<file path="src/dma2_cfg.svh">
// Register offsets, field positions, reset values and timing counts
`ifndef DMA2_CFG_SVH
`define DMA2_CFG_SVH

`define OFS_CNT0_LO   8'h26
`define OFS_CNT0_HI   8'h27
`define OFS_MPTR1_LO  8'h28
`define OFS_MPTR1_HI  8'h29
`define OFS_MPTR1_BK  8'h2a
`define OFS_IPTR1_LO  8'h2b
`define OFS_IPTR1_HI  8'h2c
`define OFS_RSEL1     8'h2d
`define OFS_CNT1_LO   8'h2e
`define OFS_CNT1_HI   8'h2f
`define OFS_STATUS    8'h30
`define OFS_MODE0     8'h31
`define OFS_WAITCTL   8'h32

`define ST_DE1        7
`define ST_DE0        6
`define ST_WM1        5
`define ST_WM0        4
`define ST_CHANNEL1_DONE_IRQ_ENABLE       3
`define ST_CHANNEL0_DONE_IRQ_ENABLE       2
`define ST_DME        0
`define RSEL1_TOUT    3

`define RSEL1_RST     8'h00
`define WAIT_RST      2'h3
`define SENSE_RST     2'h0
`define DIR1_RST      2'h0
`define UNMAPPED_RD   8'h00
`define MC_CLKS       4'h3

`endif

</file>
<file path="src/dma2_pkg.sv">
// Types shared by the two-channel transfer controller
package dma2_pkg;
    typedef enum logic [1:0] {
        STEP_INC = 2'h0,
        STEP_DEC = 2'h1,
        STEP_FIX = 2'h2,
        STEP_IO  = 2'h3
    } addr_mode_t;

    typedef enum logic [2:0] {
        ST_IDLE = 3'h1,
        ST_MOVE = 3'h2,
        ST_GAP  = 3'h4
    } eng_state_t;

    typedef struct packed {
        logic       wr;
        logic       rd;
        logic [7:0] addr;
        logic [7:0] wdata;
    } io_req_t;

    typedef struct packed {
        logic        stb;
        logic        ch;
        logic        to_mem;
        logic [19:0] mem_addr;
        logic [15:0] io_addr;
    } byte_xfer_t;
endpackage

</file>
<file path="src/dma2_ctrl.sv">
// Two-channel transfer controller: registers, enables and byte engine
`timescale 1ns/1ps
`include "dma2_cfg.svh"
// Operation
// RULE1: 16-bit counts, minus one per byte
// RULE2: Software loads counts before use
// RULE3: 20-bit channel 1 memory pointer
// RULE4: Channel 1 I/O pointer, select byte resets zero
// RULE5: Move only when channel and main enabled
// RULE6: Count zero clears channel enable
// RULE7: Interrupt when enable low and irq enabled
// RULE8: Enable written only with mask zero
// RULE9: Mask bits always read one
// RULE10: Writing enable one sets main enable
// RULE11: NMI clears main enable, rewrite resumes
// RULE12: Main enable not directly writable
// RULE13: Reset clears enables and irq enables
// RULE14: Channel 0 destination mode, resets 00
// RULE15: Channel 0 source mode, same encoding
// RULE16: Software never programs I/O to I/O
// RULE17: Memory copy timing bit, resets zero
// RULE18: Burst holds bus, steal yields cycle
// RULE19: I/O transfers paced by request
// RULE20: Wait fields reset to all ones
// RULE21: Request sense bits, zero is level
// RULE22: Fast peripherals need edge sensing
// RULE23: Channel 1 direction field resets zero
// RULE24: Direction decode, I/O pointer fixed
// RULE25: Select bit 3 makes pin timer output
// RULE26: Wait field value adds that many waits
module dma2_ctrl (
    input  wire logic                  core_clk_i,
    input  wire logic                  nrst_i,
    input  wire logic                  ce_i,
    input  wire dma2_pkg::io_req_t     io_i,
    input  wire logic                  nmi_i,
    input  wire logic                  req0_i,
    input  wire logic                  req1_i,
    output logic [7:0]                 io_rdata_o,
    output logic                       irq_o,
    output logic                       bus_hold_o,
    output dma2_pkg::byte_xfer_t       xfer_o,
    output dma2_pkg::addr_mode_t       ch0_src_mode_o,
    output dma2_pkg::addr_mode_t       ch0_dst_mode_o,
    output logic [1:0]                 mem_wait_o,
    output logic [1:0]                 io_wait_o,
    output logic                       timer_out_sel_o
);
    ////////////////////////////////////////////////////////////////
    logic [15:0]            cnt0_q;
    logic [15:0]            cnt1_q;
    logic [19:0]            mptr1_q;
    logic [15:0]            iptr1_q;
    logic [7:0]             rsel1_q;
    logic                   de0_q;
    logic                   de1_q;
    logic                   channel0_done_irq_enable_q;
    logic                   channel1_done_irq_enable_q;
    logic                   dme_q;
    logic                   burst_q;
    logic [1:0]             sense_q;
    logic [1:0]             dir1_q;
    dma2_pkg::eng_state_t   state_q;
    logic [3:0]             cyc_q;
    logic                   act_q;
    logic                   pend0;
    logic                   pend1;
    logic                   byte_done;
    logic                   done0;
    logic                   done1;
    logic                   m2m0;
    logic                   go0;
    logic                   go1;
    logic                   st_wr;
    logic                   set0;
    logic                   set1;

    function automatic logic wr_hit(input dma2_pkg::io_req_t r, input logic [7:0] a);
        return r.wr && (r.addr == a);
    endfunction

    // Machine cycle plus its wait states
    function automatic logic [3:0] cyc_len(input logic io, input logic [1:0] mw, input logic [1:0] iw);
        return `MC_CLKS + {2'h0, (io ? iw : mw)}; // [RULE26]
    endfunction

    ////////////////////////////////////////////////////////////////
    req_sense u_sense0 (
        .core_clk_i  (core_clk_i),
        .nrst_i      (nrst_i),
        .ce_i        (ce_i),
        .edge_mode_i (sense_q[1]),
        .req_i       (req0_i),
        .ack_i       (done0),
        .pend_o      (pend0)
    );

    // Pin serves the timer when select bit 3 is set
    req_sense u_sense1 (
        .core_clk_i  (core_clk_i),
        .nrst_i      (nrst_i),
        .ce_i        (ce_i),
        .edge_mode_i (sense_q[0]),
        .req_i       (req1_i && !rsel1_q[`RSEL1_TOUT]), // [RULE25]
        .ack_i       (done1),
        .pend_o      (pend1)
    );

    assign st_wr     = wr_hit(io_i, `OFS_STATUS);
    assign set0      = st_wr && !io_i.wdata[`ST_WM0] && io_i.wdata[`ST_DE0];
    assign set1      = st_wr && !io_i.wdata[`ST_WM1] && io_i.wdata[`ST_DE1];
    assign m2m0      = (ch0_src_mode_o != dma2_pkg::STEP_IO) && (ch0_dst_mode_o != dma2_pkg::STEP_IO);
    assign go0       = de0_q && dme_q && (m2m0 || pend0); // [RULE5] [RULE19]
    assign go1       = de1_q && dme_q && pend1; // [RULE5]
    assign byte_done = (state_q == dma2_pkg::ST_MOVE) && (cyc_q == 4'h1);
    assign done0     = ce_i && byte_done && !act_q;
    assign done1     = ce_i && byte_done && act_q;

    ////////////////////////////////////////////////////////////////
    // Software load wins over a decrement in the same cycle
    always_ff @(posedge core_clk_i or negedge nrst_i)
    begin
        if (!nrst_i)
        begin
            cnt0_q <= 16'h0000;
            cnt1_q <= 16'h0000;
        end
        else if (ce_i)
        begin
            if (wr_hit(io_i, `OFS_CNT0_LO))
                cnt0_q[7:0] <= io_i.wdata;
            else if (wr_hit(io_i, `OFS_CNT0_HI))
                cnt0_q[15:8] <= io_i.wdata;
            else if (done0)
                cnt0_q <= cnt0_q - 16'h0001; // [RULE1]
            if (wr_hit(io_i, `OFS_CNT1_LO))
                cnt1_q[7:0] <= io_i.wdata;
            else if (wr_hit(io_i, `OFS_CNT1_HI))
                cnt1_q[15:8] <= io_i.wdata;
            else if (done1)
                cnt1_q <= cnt1_q - 16'h0001; // [RULE1]
        end
    end

    always_ff @(posedge core_clk_i or negedge nrst_i)
    begin
        if (!nrst_i)
        begin
            mptr1_q <= 20'h00000;
            iptr1_q <= 16'h0000;
            rsel1_q <= `RSEL1_RST; // [RULE4]
        end
        else if (ce_i)
        begin
            if (wr_hit(io_i, `OFS_MPTR1_LO))
                mptr1_q[7:0] <= io_i.wdata;
            else if (wr_hit(io_i, `OFS_MPTR1_HI))
                mptr1_q[15:8] <= io_i.wdata;
            else if (wr_hit(io_i, `OFS_MPTR1_BK))
                mptr1_q[19:16] <= io_i.wdata[3:0]; // [RULE3]
            else if (done1)
                mptr1_q <= dir1_q[0] ? mptr1_q - 20'h00001 : mptr1_q + 20'h00001; // [RULE24]
            if (wr_hit(io_i, `OFS_IPTR1_LO))
                iptr1_q[7:0] <= io_i.wdata;
            if (wr_hit(io_i, `OFS_IPTR1_HI))
                iptr1_q[15:8] <= io_i.wdata;
            if (wr_hit(io_i, `OFS_RSEL1))
                rsel1_q <= io_i.wdata;
        end
    end

    ////////////////////////////////////////////////////////////////
    // Software write wins over the terminal clear
    always_ff @(posedge core_clk_i or negedge nrst_i)
    begin
        if (!nrst_i)
        begin
            de0_q  <= 1'b0; // [RULE13]
            de1_q  <= 1'b0;
            channel0_done_irq_enable_q <= 1'b0;
            channel1_done_irq_enable_q <= 1'b0;
        end
        else if (ce_i)
        begin
            if (st_wr && !io_i.wdata[`ST_WM0])
                de0_q <= io_i.wdata[`ST_DE0]; // [RULE8]
            else if (done0 && cnt0_q == 16'h0001)
                de0_q <= 1'b0; // [RULE6]
            if (st_wr && !io_i.wdata[`ST_WM1])
                de1_q <= io_i.wdata[`ST_DE1]; // [RULE8]
            else if (done1 && cnt1_q == 16'h0001)
                de1_q <= 1'b0; // [RULE6]
            if (st_wr)
            begin
                channel1_done_irq_enable_q <= io_i.wdata[`ST_CHANNEL1_DONE_IRQ_ENABLE];
                channel0_done_irq_enable_q <= io_i.wdata[`ST_CHANNEL0_DONE_IRQ_ENABLE];
            end
        end
    end

    // A fresh enable write in the NMI cycle keeps the engine running
    always_ff @(posedge core_clk_i or negedge nrst_i)
    begin
        if (!nrst_i)
            dme_q <= 1'b0; // [RULE13]
        else if (ce_i)
        begin
            if (set0 || set1)
                dme_q <= 1'b1; // [RULE10] [RULE11]
            else if (nmi_i)
                dme_q <= 1'b0; // [RULE11] [RULE12]
        end
    end

    always_ff @(posedge core_clk_i or negedge nrst_i)
    begin
        if (!nrst_i)
        begin
            ch0_dst_mode_o <= dma2_pkg::STEP_INC; // [RULE14]
            ch0_src_mode_o <= dma2_pkg::STEP_INC; // [RULE15]
            burst_q        <= 1'b0; // [RULE17]
            mem_wait_o     <= `WAIT_RST; // [RULE20]
            io_wait_o      <= `WAIT_RST;
            sense_q        <= `SENSE_RST; // [RULE21]
            dir1_q         <= `DIR1_RST; // [RULE23]
        end
        else if (ce_i)
        begin
            if (wr_hit(io_i, `OFS_MODE0))
            begin
                ch0_dst_mode_o <= dma2_pkg::addr_mode_t'(io_i.wdata[5:4]);
                ch0_src_mode_o <= dma2_pkg::addr_mode_t'(io_i.wdata[3:2]);
                burst_q        <= io_i.wdata[1];
            end
            if (wr_hit(io_i, `OFS_WAITCTL))
            begin
                mem_wait_o <= io_i.wdata[7:6];
                io_wait_o  <= io_i.wdata[5:4];
                sense_q    <= io_i.wdata[3:2];
                dir1_q     <= io_i.wdata[1:0];
            end
        end
    end

    ////////////////////////////////////////////////////////////////
    // Channel 0 has priority; a byte always completes once begun
    always_ff @(posedge core_clk_i or negedge nrst_i)
    begin
        if (!nrst_i)
        begin
            state_q    <= dma2_pkg::ST_IDLE;
            cyc_q      <= 4'h0;
            act_q      <= 1'b0;
            bus_hold_o <= 1'b0;
        end
        else if (ce_i)
        begin
            unique case (state_q)
                dma2_pkg::ST_IDLE:
                begin
                    if (go0)
                    begin
                        state_q    <= dma2_pkg::ST_MOVE;
                        act_q      <= 1'b0;
                        bus_hold_o <= 1'b1;
                        cyc_q      <= cyc_len(ch0_src_mode_o == dma2_pkg::STEP_IO, mem_wait_o, io_wait_o)
                                    + cyc_len(ch0_dst_mode_o == dma2_pkg::STEP_IO, mem_wait_o, io_wait_o);
                    end
                    else if (go1)
                    begin
                        state_q    <= dma2_pkg::ST_MOVE;
                        act_q      <= 1'b1;
                        bus_hold_o <= 1'b1;
                        cyc_q      <= cyc_len(1'b0, mem_wait_o, io_wait_o)
                                    + cyc_len(1'b1, mem_wait_o, io_wait_o); // [RULE24]
                    end
                end
                dma2_pkg::ST_MOVE:
                begin
                    if (cyc_q != 4'h1)
                        cyc_q <= cyc_q - 4'h1;
                    else if (!act_q && m2m0 && burst_q && cnt0_q != 16'h0001 && de0_q && dme_q)
                        cyc_q <= cyc_len(1'b0, mem_wait_o, io_wait_o) * 4'h2; // [RULE18]
                    else if (!act_q && m2m0 && !burst_q && cnt0_q != 16'h0001)
                    begin
                        state_q    <= dma2_pkg::ST_GAP; // [RULE18]
                        cyc_q      <= `MC_CLKS;
                        bus_hold_o <= 1'b0;
                    end
                    else
                    begin
                        state_q    <= dma2_pkg::ST_IDLE;
                        bus_hold_o <= 1'b0;
                    end
                end
                dma2_pkg::ST_GAP:
                begin
                    cyc_q <= cyc_q - 4'h1;
                    if (cyc_q == 4'h1)
                        state_q <= dma2_pkg::ST_IDLE;
                end
                default:
                begin
                    state_q    <= dma2_pkg::ST_IDLE;
                    bus_hold_o <= 1'b0;
                end
            endcase
        end
    end

    ////////////////////////////////////////////////////////////////
    always_ff @(posedge core_clk_i or negedge nrst_i)
    begin
        if (!nrst_i)
        begin
            xfer_o          <= '0;
            irq_o           <= 1'b0;
            timer_out_sel_o <= 1'b0;
            io_rdata_o      <= 8'h00;
        end
        else if (ce_i)
        begin
            xfer_o.stb      <= byte_done;
            xfer_o.ch       <= act_q;
            xfer_o.to_mem   <= dir1_q[1]; // [RULE24]
            xfer_o.mem_addr <= mptr1_q;
            xfer_o.io_addr  <= iptr1_q;
            irq_o           <= (!de1_q && channel1_done_irq_enable_q) || (!de0_q && channel0_done_irq_enable_q); // [RULE7]
            timer_out_sel_o <= rsel1_q[`RSEL1_TOUT]; // [RULE25]
            if (io_i.rd)
            begin
                unique case (io_i.addr)
                    `OFS_CNT0_LO:  io_rdata_o <= cnt0_q[7:0];
                    `OFS_CNT0_HI:  io_rdata_o <= cnt0_q[15:8];
                    `OFS_MPTR1_LO: io_rdata_o <= mptr1_q[7:0];
                    `OFS_MPTR1_HI: io_rdata_o <= mptr1_q[15:8];
                    `OFS_MPTR1_BK: io_rdata_o <= {4'h0, mptr1_q[19:16]};
                    `OFS_IPTR1_LO: io_rdata_o <= iptr1_q[7:0];
                    `OFS_IPTR1_HI: io_rdata_o <= iptr1_q[15:8];
                    `OFS_RSEL1:    io_rdata_o <= rsel1_q;
                    `OFS_CNT1_LO:  io_rdata_o <= cnt1_q[7:0];
                    `OFS_CNT1_HI:  io_rdata_o <= cnt1_q[15:8];
                    `OFS_STATUS:   io_rdata_o <= {de1_q, de0_q, 2'h3, channel1_done_irq_enable_q, channel0_done_irq_enable_q, 1'b0, dme_q}; // [RULE9]
                    `OFS_MODE0:    io_rdata_o <= {2'h0, ch0_dst_mode_o, ch0_src_mode_o, burst_q, 1'b0};
                    `OFS_WAITCTL:  io_rdata_o <= {mem_wait_o, io_wait_o, sense_q, dir1_q};
                    default:       io_rdata_o <= `UNMAPPED_RD;
                endcase
            end
        end
    end
endmodule

</file>
<file path="src/req_sense.sv">
// Level or edge qualification of one transfer request input
`timescale 1ns/1ps
module req_sense (
    input  wire logic core_clk_i,
    input  wire logic nrst_i,
    input  wire logic ce_i,
    input  wire logic edge_mode_i,
    input  wire logic req_i,
    input  wire logic ack_i,
    output logic      pend_o
);
    logic prev_q;
    logic latch_q;

    always_ff @(posedge core_clk_i or negedge nrst_i)
    begin
        if (!nrst_i)
            prev_q <= 1'b0;
        else if (ce_i)
            prev_q <= req_i;
    end

    // A new edge in the ack cycle is kept
    always_ff @(posedge core_clk_i or negedge nrst_i)
    begin
        if (!nrst_i)
            latch_q <= 1'b0;
        else if (ce_i)
        begin
            if (req_i && !prev_q)
                latch_q <= 1'b1; // [RULE21]
            else if (ack_i)
                latch_q <= 1'b0;
        end
    end

    assign pend_o = edge_mode_i ? latch_q : req_i; // [RULE21]
endmodule

</file>
<file path="config.mk">
export PLATFORM = sky130hd
export DESIGN_NAME = dma2_ctrl
export DESIGN_NICKNAME = d
export VERILOG_FILES = /design/src/dma2_pkg.sv /design/src/dma2_ctrl.sv /design/src/req_sense.sv
export VERILOG_INCLUDE_DIRS = /design/src
export SDC_FILE = /design/constraint.sdc
export NUM_CORES = 1
export LEC_CHECK = 0
export ABC_CLOCK_PERIOD_IN_PS = 7800
export BUFFER_PORTS_ARGS = -buffer_cell sky130_fd_sc_hd__buf_2
export CAP_MARGIN = 0
export CELL_PAD_IN_SITES_DETAIL_PLACEMENT = 0
export CELL_PAD_IN_SITES_GLOBAL_PLACEMENT = 2
export CORE_MARGIN = 2
export CORE_UTILIZATION = 40
export DETAILED_ROUTE_END_ITERATION = 7
export PLACE_DENSITY_LB_ADDON = 0.1
export SLEW_MARGIN = 25
export SYNTH_ARGS = -nofsm -noshare
export SYNTH_HDL_FRONTEND = slang
export SYNTH_SLANG_ARGS = --single-unit
</file>
<file path="constraint.sdc">
create_clock -name core_clk_i -period 7.8 [get_ports core_clk_i]
set_clock_uncertainty 0.15 [all_clocks]
set_input_delay 0.39 -clock core_clk_i [delete_from_list [all_inputs] [get_ports core_clk_i]]
set_output_delay 0.39 -clock core_clk_i [all_outputs]
set_load 0.05 [all_outputs]
</file>
==> results of run 1 <==
final timing paths:
| path | startpoint | endpoint | slack, ns | cells after the start |
|---|---|---|---|---|
| setup / recovery | cyc_q[1] | mptr1_q[0] | 4.38 | 10 |
| hold / removal | req0_i | u_sense0.prev_q | 0.06 | 3 |
| setup reg to reg | cyc_q[1] | mptr1_q[0] | 4.38 | 10 |
| hold reg to reg | u_sense0.prev_q | u_sense0.latch_q | 0.33 | 1 |
| max in group asynchronous | nrst_i | iptr1_q[7] | 5.67 | 3 |
| min in group asynchronous | nrst_i | cnt0_q[12] | 0.45 | 2 |
power by group through the flow:
stage | sequential [uW] | combinational, uW | clock, uW
detailed placement | 878 | 216 | 0
finish | 863 | 216 | 977
global route | 865 | 238 | 1030
floorplan | 886 | 122 | 0
global placement | 878 | 216 | 0
CTS | 862 | 217 | 996
registers in the layout (all words and copies together), names as in the netlist, 2 cells and up:
name	count
ch0_src_mode_o	2
iptr1_q	16
dir1_q	2
cnt0_q	16
mptr1_q	20
rsel1_q	8
cyc_q	4
sense_q	2
xfer_o	39
mem_wait_o	2
ch0_dst_mode_o	2
cnt1_q	16
state_q	3
io_wait_o	2
io_rdata_o	8
critical path, delay by kind of cell, from the launching register on:
kind	cells	cell delay (ns)
AOI/OAI and AO/OA	2	0.50
adders and majority gates	1	0.15
buffers and inverters	2	0.33
DFF	1	0.38
and+or+nand+nor	5	1.84
layout make-up:
class                   instances  area (sq um)
fillers                      2314         12600
flip-flops and latches        156          3910
clock inverters                15           250
repair buffers                 95           522
multi-input cells             794          5340
clock buffers                  17           425
inverters                      35           131
well taps                     319           399
stage by stage:
step / instances / util [%] / setup slack [ns] / cell area [sq um] / power, uW
final: 1431 / 46.6 / 4.38 / 11000 / 2060
after global routing: 1431 / 46.6 / 4.08 / 11000 / 2140
after CTS: 1431 / 46.6 / 4.37 / 11000 / 2080
after detailed placement: 1398 / 43.7 / 4.21 / 10300 / 1090
after global placement: 1398 / 43.7 / 4.33 / 10300 / 1090
after floorplan: 1046 / - / 5.03 / 9610 / 1010
repair_timing:
item / CTS / global route
resized for setup: 0 / 0
hold buffers: 1 / 0
hold endpoints to repair: 90 / 0
per-layer routing:
| metal | vias up | share of wire (%) | GRT usage (%) |
|---|---|---|---|
| met5 | - | 0 | 0 |
| met3 | 52 | 5.8 | 5.16 |
| met4 | 0 | 2.7 | 9.38 |
| li1 | 3980 | - | - |
| met1 | 4237 | 43 | 34.7 |
| met2 | 287 | 49 | 43.6 |
cell usage after synthesis (all sizes together) (14+ instances only):
cell    count  share of area [%]
a21oi      84                4.4
a22oi      20                1.6
a31oi      14               0.91
buf        16               0.70
clkbuf     45                1.8
dfrtp     151                 39
ha         32                4.2
inv        34                1.3
mux2       86                 10
mux2i      20                2.1
nand2      97                3.8
nand3      43                2.2
nor2       79                3.1
nor3       35                2.0
nor4       14                1.4
o21ai      91                4.7
kinds of logic (layout without fill, tap and decap cells):
group | after synthesis | after routing | share of synthesized area (%)
compound gates | 304 | 304 | 19.6
xor+xnor | 10 | 10 | 0.911
fa+ha+maj | 35 | 35 | 4.79
buf+inv | 96 | 162 | 3.83
flops | 156 | 156 | 40.7
mux | 109 | 109 | 12.9
simple gates | 336 | 336 | 17.3
cells in the final DEF, fill, tap and decap left out, types with 10 or more instances in the layout:
| master | netlist | final |
|---|---|---|
| sky130_fd_sc_hd__a31oi_1 | 14 | 14 |
| sky130_fd_sc_hd__nand4_1 | 11 | 11 |
| sky130_fd_sc_hd__nand2_1 | 97 | 97 |
| sky130_fd_sc_hd__clkbuf_16 | 0 | 17 |
| sky130_fd_sc_hd__nor3b_1 | 10 | 10 |
| sky130_fd_sc_hd__a22oi_1 | 20 | 20 |
| sky130_fd_sc_hd__a21o_1 | 10 | 10 |
| sky130_fd_sc_hd__o22ai_1 | 11 | 11 |
| sky130_fd_sc_hd__buf_2 | 6 | 79 |
| sky130_fd_sc_hd__nor3_1 | 32 | 32 |
| sky130_fd_sc_hd__mux2_2 | 86 | 86 |
| sky130_fd_sc_hd__ha_1 | 32 | 32 |
| sky130_fd_sc_hd__dfrtp_1 | 151 | 151 |
| sky130_fd_sc_hd__buf_4 | 0 | 14 |
| sky130_fd_sc_hd__inv_1 | 34 | 34 |
| sky130_fd_sc_hd__nand3_1 | 43 | 43 |
| sky130_fd_sc_hd__mux2i_1 | 20 | 20 |
| sky130_fd_sc_hd__o21ai_0 | 88 | 88 |
| sky130_fd_sc_hd__a21oi_1 | 84 | 84 |
| sky130_fd_sc_hd__nor2_1 | 79 | 79 |
==> flow_results.org, run 1 <==
** Worst setup path
- Setup crit end kind :: flop
- Worst path arrival time :: 3.65 ns
- Traced cell by cell, the critical path runs through inv_1 > ha_1 > or3b_1 > nor4_4 > o221ai_2 > buf_4 > nor2_1 > o21ai_1 > or3_1 > nand3_1.
- Highest cell delay on the worst timing path :: 0.56 ns
- Crit-path max FO :: 19
- Among all stages on the critical path, the largest delay is contributed by sky130_fd_sc_hd__nor4_4.
- STA classifies the critical path startpoint as a flop.
- Kind of critical path :: flop to flop
- Endpoint required time on the critical path :: 8.02 ns

** Floorplan
- Count of pins on the block boundary :: 82
- Area enclosed by the die boundary :: 25300 sq um
- Initial core utilization :: 40.8%
- The die is 159 microns tall.
- In this run the standard cell core region covers about 24000 sq um.
- Die width :: roughly 160 microns
- The floorplan has 56 rows.

** Job
- Max-cap viol count :: 0

** Pwr
- Total power density per cell area :: 187 nW/um^2
- P_leak :: 0.00500 uW
- Switching Fraction :: 28.0%
- Proportion of power drawn by the clock network :: 47.5%
- Sequential cells burn 42.0% of the power.
- Internal power summed over all cells :: about 1500 uW
- Logic gate share of total power :: 10.5%
- IR drop worst, VDD :: 109 uV
- Switching power :: 575 uW

** Routing
- Number of remaining DRC errors :: 2
- Dividing the detail-routed via count by the number of cells gives 5.98.
- Number of nets with antenna violations after detailed routing :: 0
- Dividing the detail-routed wire length by the instance count gives 23.1 microns.
- Final WL :: 33000 microns
- The pre-antenna-repair detailed-routing pass consisted of 8 iterations.
- The first routing iteration left 573 violations.
- The routed layout has ~8600 vias.

** GRT
- Total routing resource utilization after global routing :: about a quarter
- Pin count of the biggest net entering global routing :: 92
- Initial antenna violation count :: 0
- The first global-routing pass estimated 51100 microns of wire.
- Global route total overflow :: 0
- Number of global-route vias before repair :: 8473

** Timing
- Max Slew Vio Count :: 0
- The final-report hold violation count is 0.
- Static timing analysis puts the maximum clock frequency at 292 MHz.
- Headroom to the max-slew limit came out at 31.2%.
- At the pin with the least slew margin, the transition time is 1.02 ns.
- Final critical delay including setup and external delays :: ~3.4 ns
- Final worst-path cycle share :: 43.9%
- Fin Setup TNS :: 0 ns
- Setup repair after global routing missed its margin :: no
- Post-Route Hold Slack :: roughly 0.064 ns
- Setup violations remaining at the end of the flow were counted as 0.

** CTS
- Register clock-pin slew on the reported worst setup and hold paths :: ~0.07 ns
- Setup Buffers After CTS :: 0
- Number of CTS-inserted buffers :: 17
- Clock Tree Buf Depth :: 2
- The H-tree was split into 4 levels.
- The clock net in this run drives a total of 156 sinks.
- TritonCTS clock tree :: done
- Clock insertion delay at the later pin of the skew report :: 0.44 ns
- Clk Tree Root Cell :: sky130_fd_sc_hd__clkbuf_16

** Finish
- Share of layout cells above drive strength 1 :: between 20% and 30%
- In the final design database the tool counted 1158 nets.
- Layout overhead on the synthesized area :: 14.2%
- The repair_antennas step left the layout with diodes totalling 0.

** Logic synthesis
- During synthesis, Yosys emitted a total of 0 warnings.
- EDFF count, synth :: 0
- Synthesis inferred 156 register bits.
- Synthesis handed over a netlist of 1046 instances.
- Counting every net in the synthesized netlist gives between 1000 and 1500.
- Each instance of the synthesized netlist takes up on average 9.19 sq um.
- After synthesis, flip-flops and latches occupy roughly two fifths of the total area.
- The most used flip-flop cell after synthesis is sky130_fd_sc_hd__dfrtp_1.
- The cell area that synthesis handed to floorplanning was 9610 sq um.
- In this run, distinct cell masters in the synthesized netlist total 71.
- Proportion of register bits with asynchronous set or reset after synthesis :: 100%

** Placed design
- After legalization and detailed placement, the total HPWL measured 23600 microns.
- Final RePlAce weighted congestion :: 0.891
- Port Buffer Count :: 81

** Status
- The run finished, with violations left.
- Failing checks :: design-rule violations

** Worst hold path
- The min-delay analysis places its worst path in the category input pin to flop.
No activity file was read; power rests on OpenSTA's default activity.
==> inputs of run 2 (changes only) <==
--- a/config.mk
+++ b/config.mk
@@ -6,13 +6,14 @@
 export SDC_FILE = /design/constraint.sdc
 export NUM_CORES = 1
 export LEC_CHECK = 0
-export ABC_CLOCK_PERIOD_IN_PS = 7800
+export ABC_AREA = 1
+export ABC_CLOCK_PERIOD_IN_PS = 3160
 export BUFFER_PORTS_ARGS = -buffer_cell sky130_fd_sc_hd__buf_2
 export CAP_MARGIN = 0
 export CELL_PAD_IN_SITES_DETAIL_PLACEMENT = 0
 export CELL_PAD_IN_SITES_GLOBAL_PLACEMENT = 2
 export CORE_MARGIN = 2
-export CORE_UTILIZATION = 40
+export CORE_UTILIZATION = 34
 export DETAILED_ROUTE_END_ITERATION = 7
 export PLACE_DENSITY_LB_ADDON = 0.1
 export SLEW_MARGIN = 25
==> constraint.sdc (replaced) <==
create_clock -name core_clk_i -period 3.16 [get_ports core_clk_i]
set_clock_uncertainty 0.15 [all_clocks]
set_input_delay 0.158 -clock core_clk_i [delete_from_list [all_inputs] [get_ports core_clk_i]]
set_output_delay 0.158 -clock core_clk_i [all_outputs]
set_load 0.05 [all_outputs]
==> run 2 against run 1 <==
Effect of this change:
- the run now ends clean
- via count up 12%
- power rose to 2.8 times the previous value
- worst hold slack worse by 0.045 ns
- final cell count up 35%
- sequential cell count unchanged
- sequential power rose to 2.7 times the previous value
- maximum frequency up 28%
- global-route usage down 2.4 points
- largest cell class unchanged
- sequential share of layout area down 1.9 points
==> flow_results.org, run 2 <==
** Logic synthesis
- The compound-gate portion of the synthesized area came to 9.84% (-9.7 points).
- The cell area after technology mapping came to 10000 sq um (+4.3%).
- Cell with the most instances after synthesis :: sky130_fd_sc_hd__nand2_1
- The parity-gate share of the synthesized area counting xor and xnor cells was 1.75% (+0.84 points).
- Area share of the leading cell type in the synthesized netlist :: 37.7% (-1.6 points)
- Area leader, netlist :: sky130_fd_sc_hd__dfrtp_1
- Synthesized flop and latch total :: 156 (unchanged)
- The multiplexer fraction of the synthesized cell area was 0% (-13 points).
- Syn Inst Count :: 1441 (+38%)
- The area share of and/or/nand/nor cells after synthesis is 37.5% (+20 points).
- Main synth FF type :: sky130_fd_sc_hd__dfrtp_1
- Total number of yosys warnings :: 0 (unchanged)
- After synthesis, the most frequently instantiated cells are sky130_fd_sc_hd__nand2_1 (540), sky130_fd_sc_hd__dfrtp_1 (151), sky130_fd_sc_hd__nand3_1 (144), sky130_fd_sc_hd__o21ai_0 (137), sky130_fd_sc_hd__inv_1 (133).
- Share of the yosys chip area belonging to registers :: 39.0% (-1.7 points)
- EDFF count, synth :: 0 (unchanged)
- Adder-Cell Fraction of Synth Area :: 4.59% (-0.20 points)
- Nets in the synthesized netlist :: 1500 (+36%)
- The number of library cell types mapped by synthesis came to 45 (-37%).
- Combinational family with the most area after synthesis :: simple AND/OR/NAND/NOR gates
- Mean instance size in the synthesized netlist :: 6.96 sq um (-24%)
- Leading cell types by total area after synthesis :: sky130_fd_sc_hd__dfrtp_1 (38%), sky130_fd_sc_hd__nand2_1 (20%), sky130_fd_sc_hd__nand3_1 (7.2%)
- The proportion of synthesized flip-flops having asynchronous set or reset was 100% (unchanged).

** Timing
- Final critical delay including setup and external delays :: 2.67 ns (-0.755 ns)
- Setup repair after global routing missed its margin :: no
- Maximum achievable frequency :: 375 MHz (+28%)
- Fin Setup TNS :: 0 ns (unchanged)
- Final Setup Violations :: 0 (unchanged)
- The worst slew slack as a fraction of its limit came to 36.9% (+5.7 points).
- Final worst-path cycle share :: 84.5% (+41 points)
- Post-Route Hold Slack :: 0.0183 ns (-0.0454 ns)
- The max-slew violation count is 0 (unchanged).
- The slew at the pin with the worst max-slew slack is 0.947 ns (-0.0771 ns).
- The final-report hold violation count is 0 (unchanged).

** Pwr
- Internal power summed over all cells :: 3770 uW (+150%)
- Sequential Power Share :: 40.0% (-2.0 points)
- Logic gate share of total power :: 21.7% (+11 points)
- Switching power :: 2070 uW (+260%)
- Switching Fraction :: 35.5% (+7.5 points)
- P_leak :: 0.00611 uW (+22%)
- IR drop worst, VDD :: 378 uV (+250%)
- Design Power :: 5850 uW (+180%)
- Total power density per cell area :: 505 nW/um^2 (+170%)
- The part of the total power dissipated in the clock network was 38.4% (-9.1 points).

** Finish
- The number of nets in the layout was 1593 (+38%).
- Number of flip-flops in the largest register :: 39 (unchanged)
- End-of-flow core utilization :: 40.1% (-6.5 points)
- Counting flops per register, the top entry is xfer_o.
- Share of layout cells above drive strength 1 :: 12.2% (-9.0 points)
- The top cell types in the final layout, fill and taps aside, are sky130_fd_sc_hd__nand2_1 (540), sky130_fd_sc_hd__dfrtp_1 (151), sky130_fd_sc_hd__nand3_1 (144), sky130_fd_sc_hd__o21ai_0 (137), sky130_fd_sc_hd__inv_1 (133).
- The number of inserted diodes is 0 (unchanged).
- From synthesis to final layout, the design area changed by 15.5%.
- Multi-input gate area :: 5380 sq um (+0.84%)
- The library cell used most frequently in the layout, excluding fill and tap cells, is sky130_fd_sc_hd__nand2_1.
- Top Registers :: xfer_o (39), mptr1_q (20)
- The count of fill cells added during filler insertion was 3196 (+38%).
- The area of all sequential standard cells is 3910 sq um (unchanged).
- Design Area, Final :: 11600 sq um (+5.5%)

** GRT
- The wire length of the first global-routing pass was 55700 microns (+8.9%).
- The pin count of the biggest net entering global routing came to 67 (-27%).
- Number of global-route vias before repair :: 9175 (+8.3%)
- Global route total overflow :: 0 (unchanged)
- Total routing resource utilization after global routing :: 23.9% (-2.4 points)
- The number of antenna violations at the first check in global routing came to 1 (+1).

** Worst setup path
- Endpoint required time on the critical path :: 3.39 ns (-4.63 ns)
- STA classifies the critical path endpoint as a flop.
- In this run the critical register-to-register path is launched from dir1_q[0].
- Depth of the worst register-to-register path :: 10 (unchanged)
- In this run the critical register-to-register path is captured at mptr1_q[9].
- Worst setup path start :: dir1_q[0]
- Slack of the worst reg-to-reg path :: 0.49 ns (-3.88 ns)
- Critical path destination :: mptr1_q[9]
- The data arrival time of the critical path came to 2.90 ns (-0.75 ns).
- By startpoint and endpoint, the worst setup path is classified as flop to flop.
- Crit-path max FO :: 22 (+3)
- Kind of start point of the critical path :: flop

** Worst hold path
- Min-Delay Path Class :: input pin to flop
- The worst hold path cell count is 4 (+1).

** CTS
- Post-cts gate resize count :: 0 (unchanged)
- Number of CTS-inserted buffers :: 17 (unchanged)
- The count of buffers added by post-CTS timing repair for setup came to 0 (unchanged).
- In this run the clock root is driven by a sky130_fd_sc_hd__clkbuf_16.
- Register clock-pin slew on the reported worst setup and hold paths :: 0.07 ns (about the same)
- Clock insertion delay at the later pin of the skew report :: 0.45 ns (about the same)
- Hold buffers post-CTS :: 11 (+10)
- The H-tree level count was 4 (unchanged).
- Sink count of the clock tree :: 156 (unchanged)
- TritonCTS clock tree :: done
- Clock Tree Buf Depth :: 2 (unchanged)

** Routing
- The count of nets left with antenna violations after detail routing was 0 (unchanged).
- Detailed-route wire length per cell :: 18.7 microns (-19%)
- The number of DRC violations after detailed routing came to 0 (-2).
- Routed via count divided by cell count :: 4.95 (-17%)
- Detailed-route via count :: 9560 (+12%)
- Iteration count of the initial detailed-routing pass :: 6 (-2)
- DRC marker count from the first detailed-route iteration :: 698 (+22%)
- Final WL :: 36000 microns (+9.1%)

** Floorplan
- Vertical die dimension :: 176 microns (+11%)
- Num rows :: 62 (+11%)
- Die width :: 176 microns (+11%)
- The number of top-level pins was 82 (unchanged).
- Core box area :: 28900 sq um (+23%)
- The starting utilization of the core area was 34.7% (-6.1 points).
- The die area was 30900 sq um (+22%).

** Job
- Max-cap viol count :: 0 (unchanged)

** Placed design
- The number of buffer cells added on primary ports is 81 (unchanged).
- The final weighted congestion in routability-driven placement is 0.853 (-4.3%).
- HPWL reported at the end of detailed placement :: 26900 microns (+14%)
- Post-place instance area :: 10900 sq um (+5.5%)

** Status
- The flow ran to the end, and the final reports show no timing, DRC or antenna violations.
-- run 2: cells by family (layout without fill, tap and decap cells) --
group	count (synthesis)	after routing
simple gates	862	862
compound gates	188	188
buf+inv	180	286
flops	156	156
fa+ha+maj	35	35
xor+xnor	20	20
-- run 2: stage by stage --
stage	setup WS (ns)	instances
after global routing	0.225	1931
after floorplan	0.719	1441
after CTS	0.473	1931
final	0.491	1931
after global placement	0.526	1888
after detailed placement	0.478	1888
-- run 2: final cells by class --
cell class | instances | share of cell area (%)
Inverter | 150 | 4.93
Clock inverter | 14 | 1.49
Timing Repair Buffer | 104 | 5.39
Multi-Input combinational cell | 1105 | 46.5
Clock buffer | 18 | 3.79
Tap cell | 384 | 4.15
Sequential cell | 156 | 33.8
-- run 2: critical path, cell delays in order, from the launching register on --
cell and delay [ns]:
sky130_fd_sc_hd__dfrtp_1 0.96, sky130_fd_sc_hd__ha_1 0.42, sky130_fd_sc_hd__nand2_1 0.16, sky130_fd_sc_hd__inv_1 0.05, sky130_fd_sc_hd__a21oi_1 0.18, sky130_fd_sc_hd__nand3_1 0.19, sky130_fd_sc_hd__nand2_1 0.10, sky130_fd_sc_hd__inv_1 0.04
sky130_fd_sc_hd__o21ai_0 0.19, sky130_fd_sc_hd__nand3_1 0.10, sky130_fd_sc_hd__nand2_1 0.07
-- run 2: metal layers --
layer / vias up / wire length (microns) / global-route usage, %
met1: 4519 / 16700 / 32.7
met4: 0 / 439 / 4.92
met3: 16 / 1400 / 3.20
met2: 214 / 17500 / 40.6
li1: 4811 / - / -
met5: - / 0 / 0
-- run 2: power by group through the flow --
stage | logic, uW | clock network, uW | registers [uW]
after floorplan | 741 | 0 | 2460
after detailed placement | 1260 | 0 | 2380
final | 1270 | 2240 | 2340
after CTS | 1280 | 2280 | 2340
after global routing | 1450 | 2370 | 2360
after global placement | 1260 | 0 | 2380
-- run 2: worst min path at each step --
| stage | endpoint | from |
|---|---|---|
| 2_1_floorplan | act_q | nrst_i |
| 3_3_place_gp | cyc_q[1] | nrst_i |
| 3_5_place_dp | cyc_q[3] | nrst_i |
| 4_1_cts | io_rdata_o[5] | io_i[16] |
| 5_1_grt | io_rdata_o[1] | io_i[16] |
| 6_report | io_rdata_o[6] | io_i[16] |
==> inputs of run 3 (changes only) <==
--- a/config.mk
+++ b/config.mk
@@ -6,14 +6,14 @@
 export SDC_FILE = /design/constraint.sdc
 export NUM_CORES = 1
 export LEC_CHECK = 0
-export ABC_AREA = 1
-export ABC_CLOCK_PERIOD_IN_PS = 3160
+export ABC_AREA = 0
+export ABC_CLOCK_PERIOD_IN_PS = 2500
 export BUFFER_PORTS_ARGS = -buffer_cell sky130_fd_sc_hd__buf_2
 export CAP_MARGIN = 0
 export CELL_PAD_IN_SITES_DETAIL_PLACEMENT = 0
 export CELL_PAD_IN_SITES_GLOBAL_PLACEMENT = 2
 export CORE_MARGIN = 2
-export CORE_UTILIZATION = 34
+export CORE_UTILIZATION = 38
 export DETAILED_ROUTE_END_ITERATION = 7
 export PLACE_DENSITY_LB_ADDON = 0.1
 export SLEW_MARGIN = 25
==> constraint.sdc (replaced) <==
create_clock -name core_clk_i -period 2.5 [get_ports core_clk_i]
set_clock_uncertainty 0.15 [all_clocks]
set_input_delay 0.125 -clock core_clk_i [delete_from_list [all_inputs] [get_ports core_clk_i]]
set_output_delay 0.125 -clock core_clk_i [all_outputs]
set_load 0.05 [all_outputs]
==> run 3 against run 2 <==
Effect of this change:
- the flow now finishes with violations (negative setup slack)
- sequential power is 13% higher
- first-iteration DRC count fell by 5.2%
- global-route usage up 2.7 points
- critical path depth increased by 1
- worst hold slack gained 0.019 ns
- count of clock-buffer cells in the layout is 1 higher
- wire length fell by 2.9%
- setup slack worse by 0.53 ns
- non-clock buffer count up 164
==> flow_results.org, run 3 (synthesized netlist as in run 1, its figures left out) <==
** Status
- Result of the run :: finished with violations
- Failing checks :: negative setup slack

** Routing
- The via density per instance is 5.64 (+14%).
- The count of nets left with antenna violations after detail routing came to 0 (unchanged).
- The number of DRC markers after the initial detailed-route iteration was 662 (-5.2%).
- Number of remaining DRC errors :: 0 (unchanged)
- Detailed-route via count :: 9107 (-4.7%)
- The average wire per cell in the routed design is 21.7 microns (+16%).
- Final WL :: 35000 microns (-2.9%)
- The detailed-routing iteration count for the pre-antenna-repair pass came to 5 (-1).

** GRT
- Global route total overflow :: 0 (unchanged)
- The wire length of the first global-routing pass was 53300 microns (-4.3%).
- The via count of the first global-routing pass was 8909 (-2.9%).
- Pin count of the biggest net entering global routing :: 61 (-9.0%)
- Initial antenna violation count :: 0 (-1)
- Total routing resource utilization after global routing :: 26.7% (+2.7 points)

** Finish
- The final core utilization was 51.2% (+11 points).
- Design Area, Final :: 12800 sq um (+11%)
- The number of inserted diodes was 0 (unchanged).
- Top Registers :: xfer_o (39), mptr1_q (20)
- Layout overhead on the synthesized area :: 33.5%
- More flip-flops sit in one register than any other, and that register is xfer_o.
- Most common cell after layout, fill and taps aside :: sky130_fd_sc_hd__buf_4
- Number of nets at the end of the flow :: 1331 (-16%)
- Commonest cells after routing, fill and taps aside :: sky130_fd_sc_hd__buf_4 (164), sky130_fd_sc_hd__dfrtp_1 (150), sky130_fd_sc_hd__nand2_1 (93), sky130_fd_sc_hd__mux2_2 (85), sky130_fd_sc_hd__buf_2 (80)
- Number of flip-flops in the largest register :: 39 (unchanged)
- Share of layout cells above drive strength 1 :: 37.0% (+25 points)

** Worst setup path
- Kind of critical path :: flop to flop
- Worst path arrival time :: 2.73 ns (-0.17 ns)
- The worst setup path is captured at a flop.
- Endpoint required time on the critical path :: 2.69 ns (-0.70 ns)
- STA classifies the critical path startpoint as a flop.
- The highest fanout seen on the critical path came to 3 (-86%).

** Pwr
- Logic gate share of total power :: 13.9% (-7.8 points)
- Design Power :: 6330 uW (+8.2%)
- The share of total power in sequential cells was 41.9% (+1.9 points).
- The peak supply drop came to 411 uV (+8.9%).
- P_leak :: 0.00601 uW (-1.5%)
- The ratio of total power to cell area is 493 nW/um^2 (-2.3%).
- The switching power summed over all nets came to 1830 uW (-12%).
- Switching Fraction :: 29.0% (-6.5 points)
- The part of the total power dissipated in the clock network is 44.1% (+5.7 points).
- Internal power summed over all cells :: 4490 uW (+19%)

** Timing
- Maximum achievable frequency :: 394 MHz (+5.1%)
- Max Slew Vio Count :: 0 (unchanged)
- The slew at the pin with the worst max-slew slack is 0.615 ns (-0.331 ns).
- Final Setup Violations :: 1 (+1)
- Setup repair after global routing could not meet its margin everywhere.
- Number of hold violations in the final report :: 0 (unchanged)
- The setup total negative slack is -0.0399 ns (-0.0399 ns).
- Worst slew slack as a fraction of its limit :: 58.6% (+22 points)
- Setup WS post-layout :: -0.0399 ns (-0.531 ns)
- The clock period minus final worst setup slack was 2.54 ns (-0.129 ns).
- Final worst-path cycle share :: 102% (+17 points)

** CTS
- Sink count of the clock tree :: 156 (unchanged)
- The H-tree level count is 4 (unchanged).
- The buffer levels on the longest clock path is 2 (unchanged).
- Number of CTS-inserted buffers :: 17 (unchanged)
- The latest clock arrival within the worst-skew pair is 0.44 ns (about the same).
- The clock transition at the registers of the reported paths came to 0.07 ns (about the same).
- TritonCTS clock tree :: done
- In this run the clock root is driven by a sky130_fd_sc_hd__clkbuf_16.

** Placed design
- Setup slack at placement :: -0.144 ns (-0.622 ns)
- The cell area reported after detailed placement was 11500 sq um (+5.8%).
- HPWL reported at the end of detailed placement :: 25600 microns (-4.9%)
- The number of buffer cells added on primary ports was 81 (unchanged).
- The final weighted congestion in routability-driven placement is 0.886 (+3.8%).

** Floorplan
- The width of the chip was 163 microns (-7.2%).
- The standard cell core area is 25000 sq um (-13%).
- The number of top-level pins was 82 (unchanged).
- The die area is 26600 sq um (-14%).
- The starting utilization of the core area was 38.4% (+3.6 points).
- The die span in y came to 163 microns (-7.2%).
- Num rows :: 58 (-6.5%)

** Job
- The number of max-cap violations came to 0 (unchanged).

** Worst hold path
- The path class of the tightest hold or removal check is input pin to asynchronous set/reset pin.
## run 3: worst paths after layout
| check | start | endpoint | slack, ns | depth (start not counted) |
|---|---|---|---|---|
| setup / recovery | cyc_q[1] | mptr1_q[17] | -0.04 | 11 |
| hold / removal | nrst_i | cnt0_q[7] | 0.04 | 2 |
| setup reg to reg | cyc_q[1] | mptr1_q[17] | -0.04 | 11 |
| hold reg to reg | u_sense0.prev_q | u_sense0.latch_q | 0.33 | 1 |
| max in group asynchronous | nrst_i | dir1_q[0] | 1.42 | 3 |
| min in group core_clk_i | io_i[16] | io_rdata_o[7] | 0.05 | 4 |
## run 3: area by class of cell
type	instances	area, sq um
Clock buffer	19	453
Clock inverter	13	168
Fill cell	2420	12200
Inverter	35	131
Multi-Input combinational cell	794	5820
Sequential cell	156	3910
Tap cell	330	413
Timing Repair Buffer	268	1940
## run 3: stage by stage
step	hold WS, ns	std cells
5_1_grt	0.0569	1615
3_3_place_gp	-0.0645	1558
3_5_place_dp	-0.0655	1558
4_1_cts	0.0458	1602
6_report	0.0376	1615
2_1_floorplan	-0.321	1046
## run 3: per-layer routing
layer / part of all wire (%) / wire length (microns) / vias to the layer above / track usage, %
li1: - / - / 4322 / -
met1: 44 / 15400 / 4501 / 35.4
met2: 50 / 17500 / 241 / 46.1
met3: 4.3 / 1510 / 43 / 3.86
met4: 1.9 / 660 / 0 / 6.19
met5: 0 / 0 / - / 0
## run 3: what timing repair did
item	in CTS	in global routing
setup endpoints to repair	30	50
gates resized for setup	24	100
buffers inserted	4	12
pin swaps	5	23
hold buffers	8	0
gates cloned	0	1
endpoints found under the hold margin	158	0
## run 3: worst max-delay path, cell delays in order, from the launching register on
cell and delay, ns:
sky130_fd_sc_hd__dfrtp_1 0.39, sky130_fd_sc_hd__inv_2 0.08, sky130_fd_sc_hd__ha_4 0.12, sky130_fd_sc_hd__or3b_4 0.40, sky130_fd_sc_hd__nor4_4 0.16, sky130_fd_sc_hd__buf_4 0.20, sky130_fd_sc_hd__o221ai_4 0.12, sky130_fd_sc_hd__buf_6 0.16
sky130_fd_sc_hd__or2_4 0.25, sky130_fd_sc_hd__o311ai_4 0.28, sky130_fd_sc_hd__a41oi_2 0.05, sky130_fd_sc_hd__o31ai_1 0.09
## run 3: power groups by stage
| stage | sequential (uW) | combinational, uW | clock [uW] |
|---|---|---|---|
| after floorplan | 2760 | 382 | 0 |
| after global routing | 2660 | 961 | 2940 |
| after CTS | 2650 | 842 | 2840 |
| after detailed placement | 2700 | 816 | 0 |
| final | 2650 | 882 | 2790 |
| after global placement | 2700 | 818 | 0 |
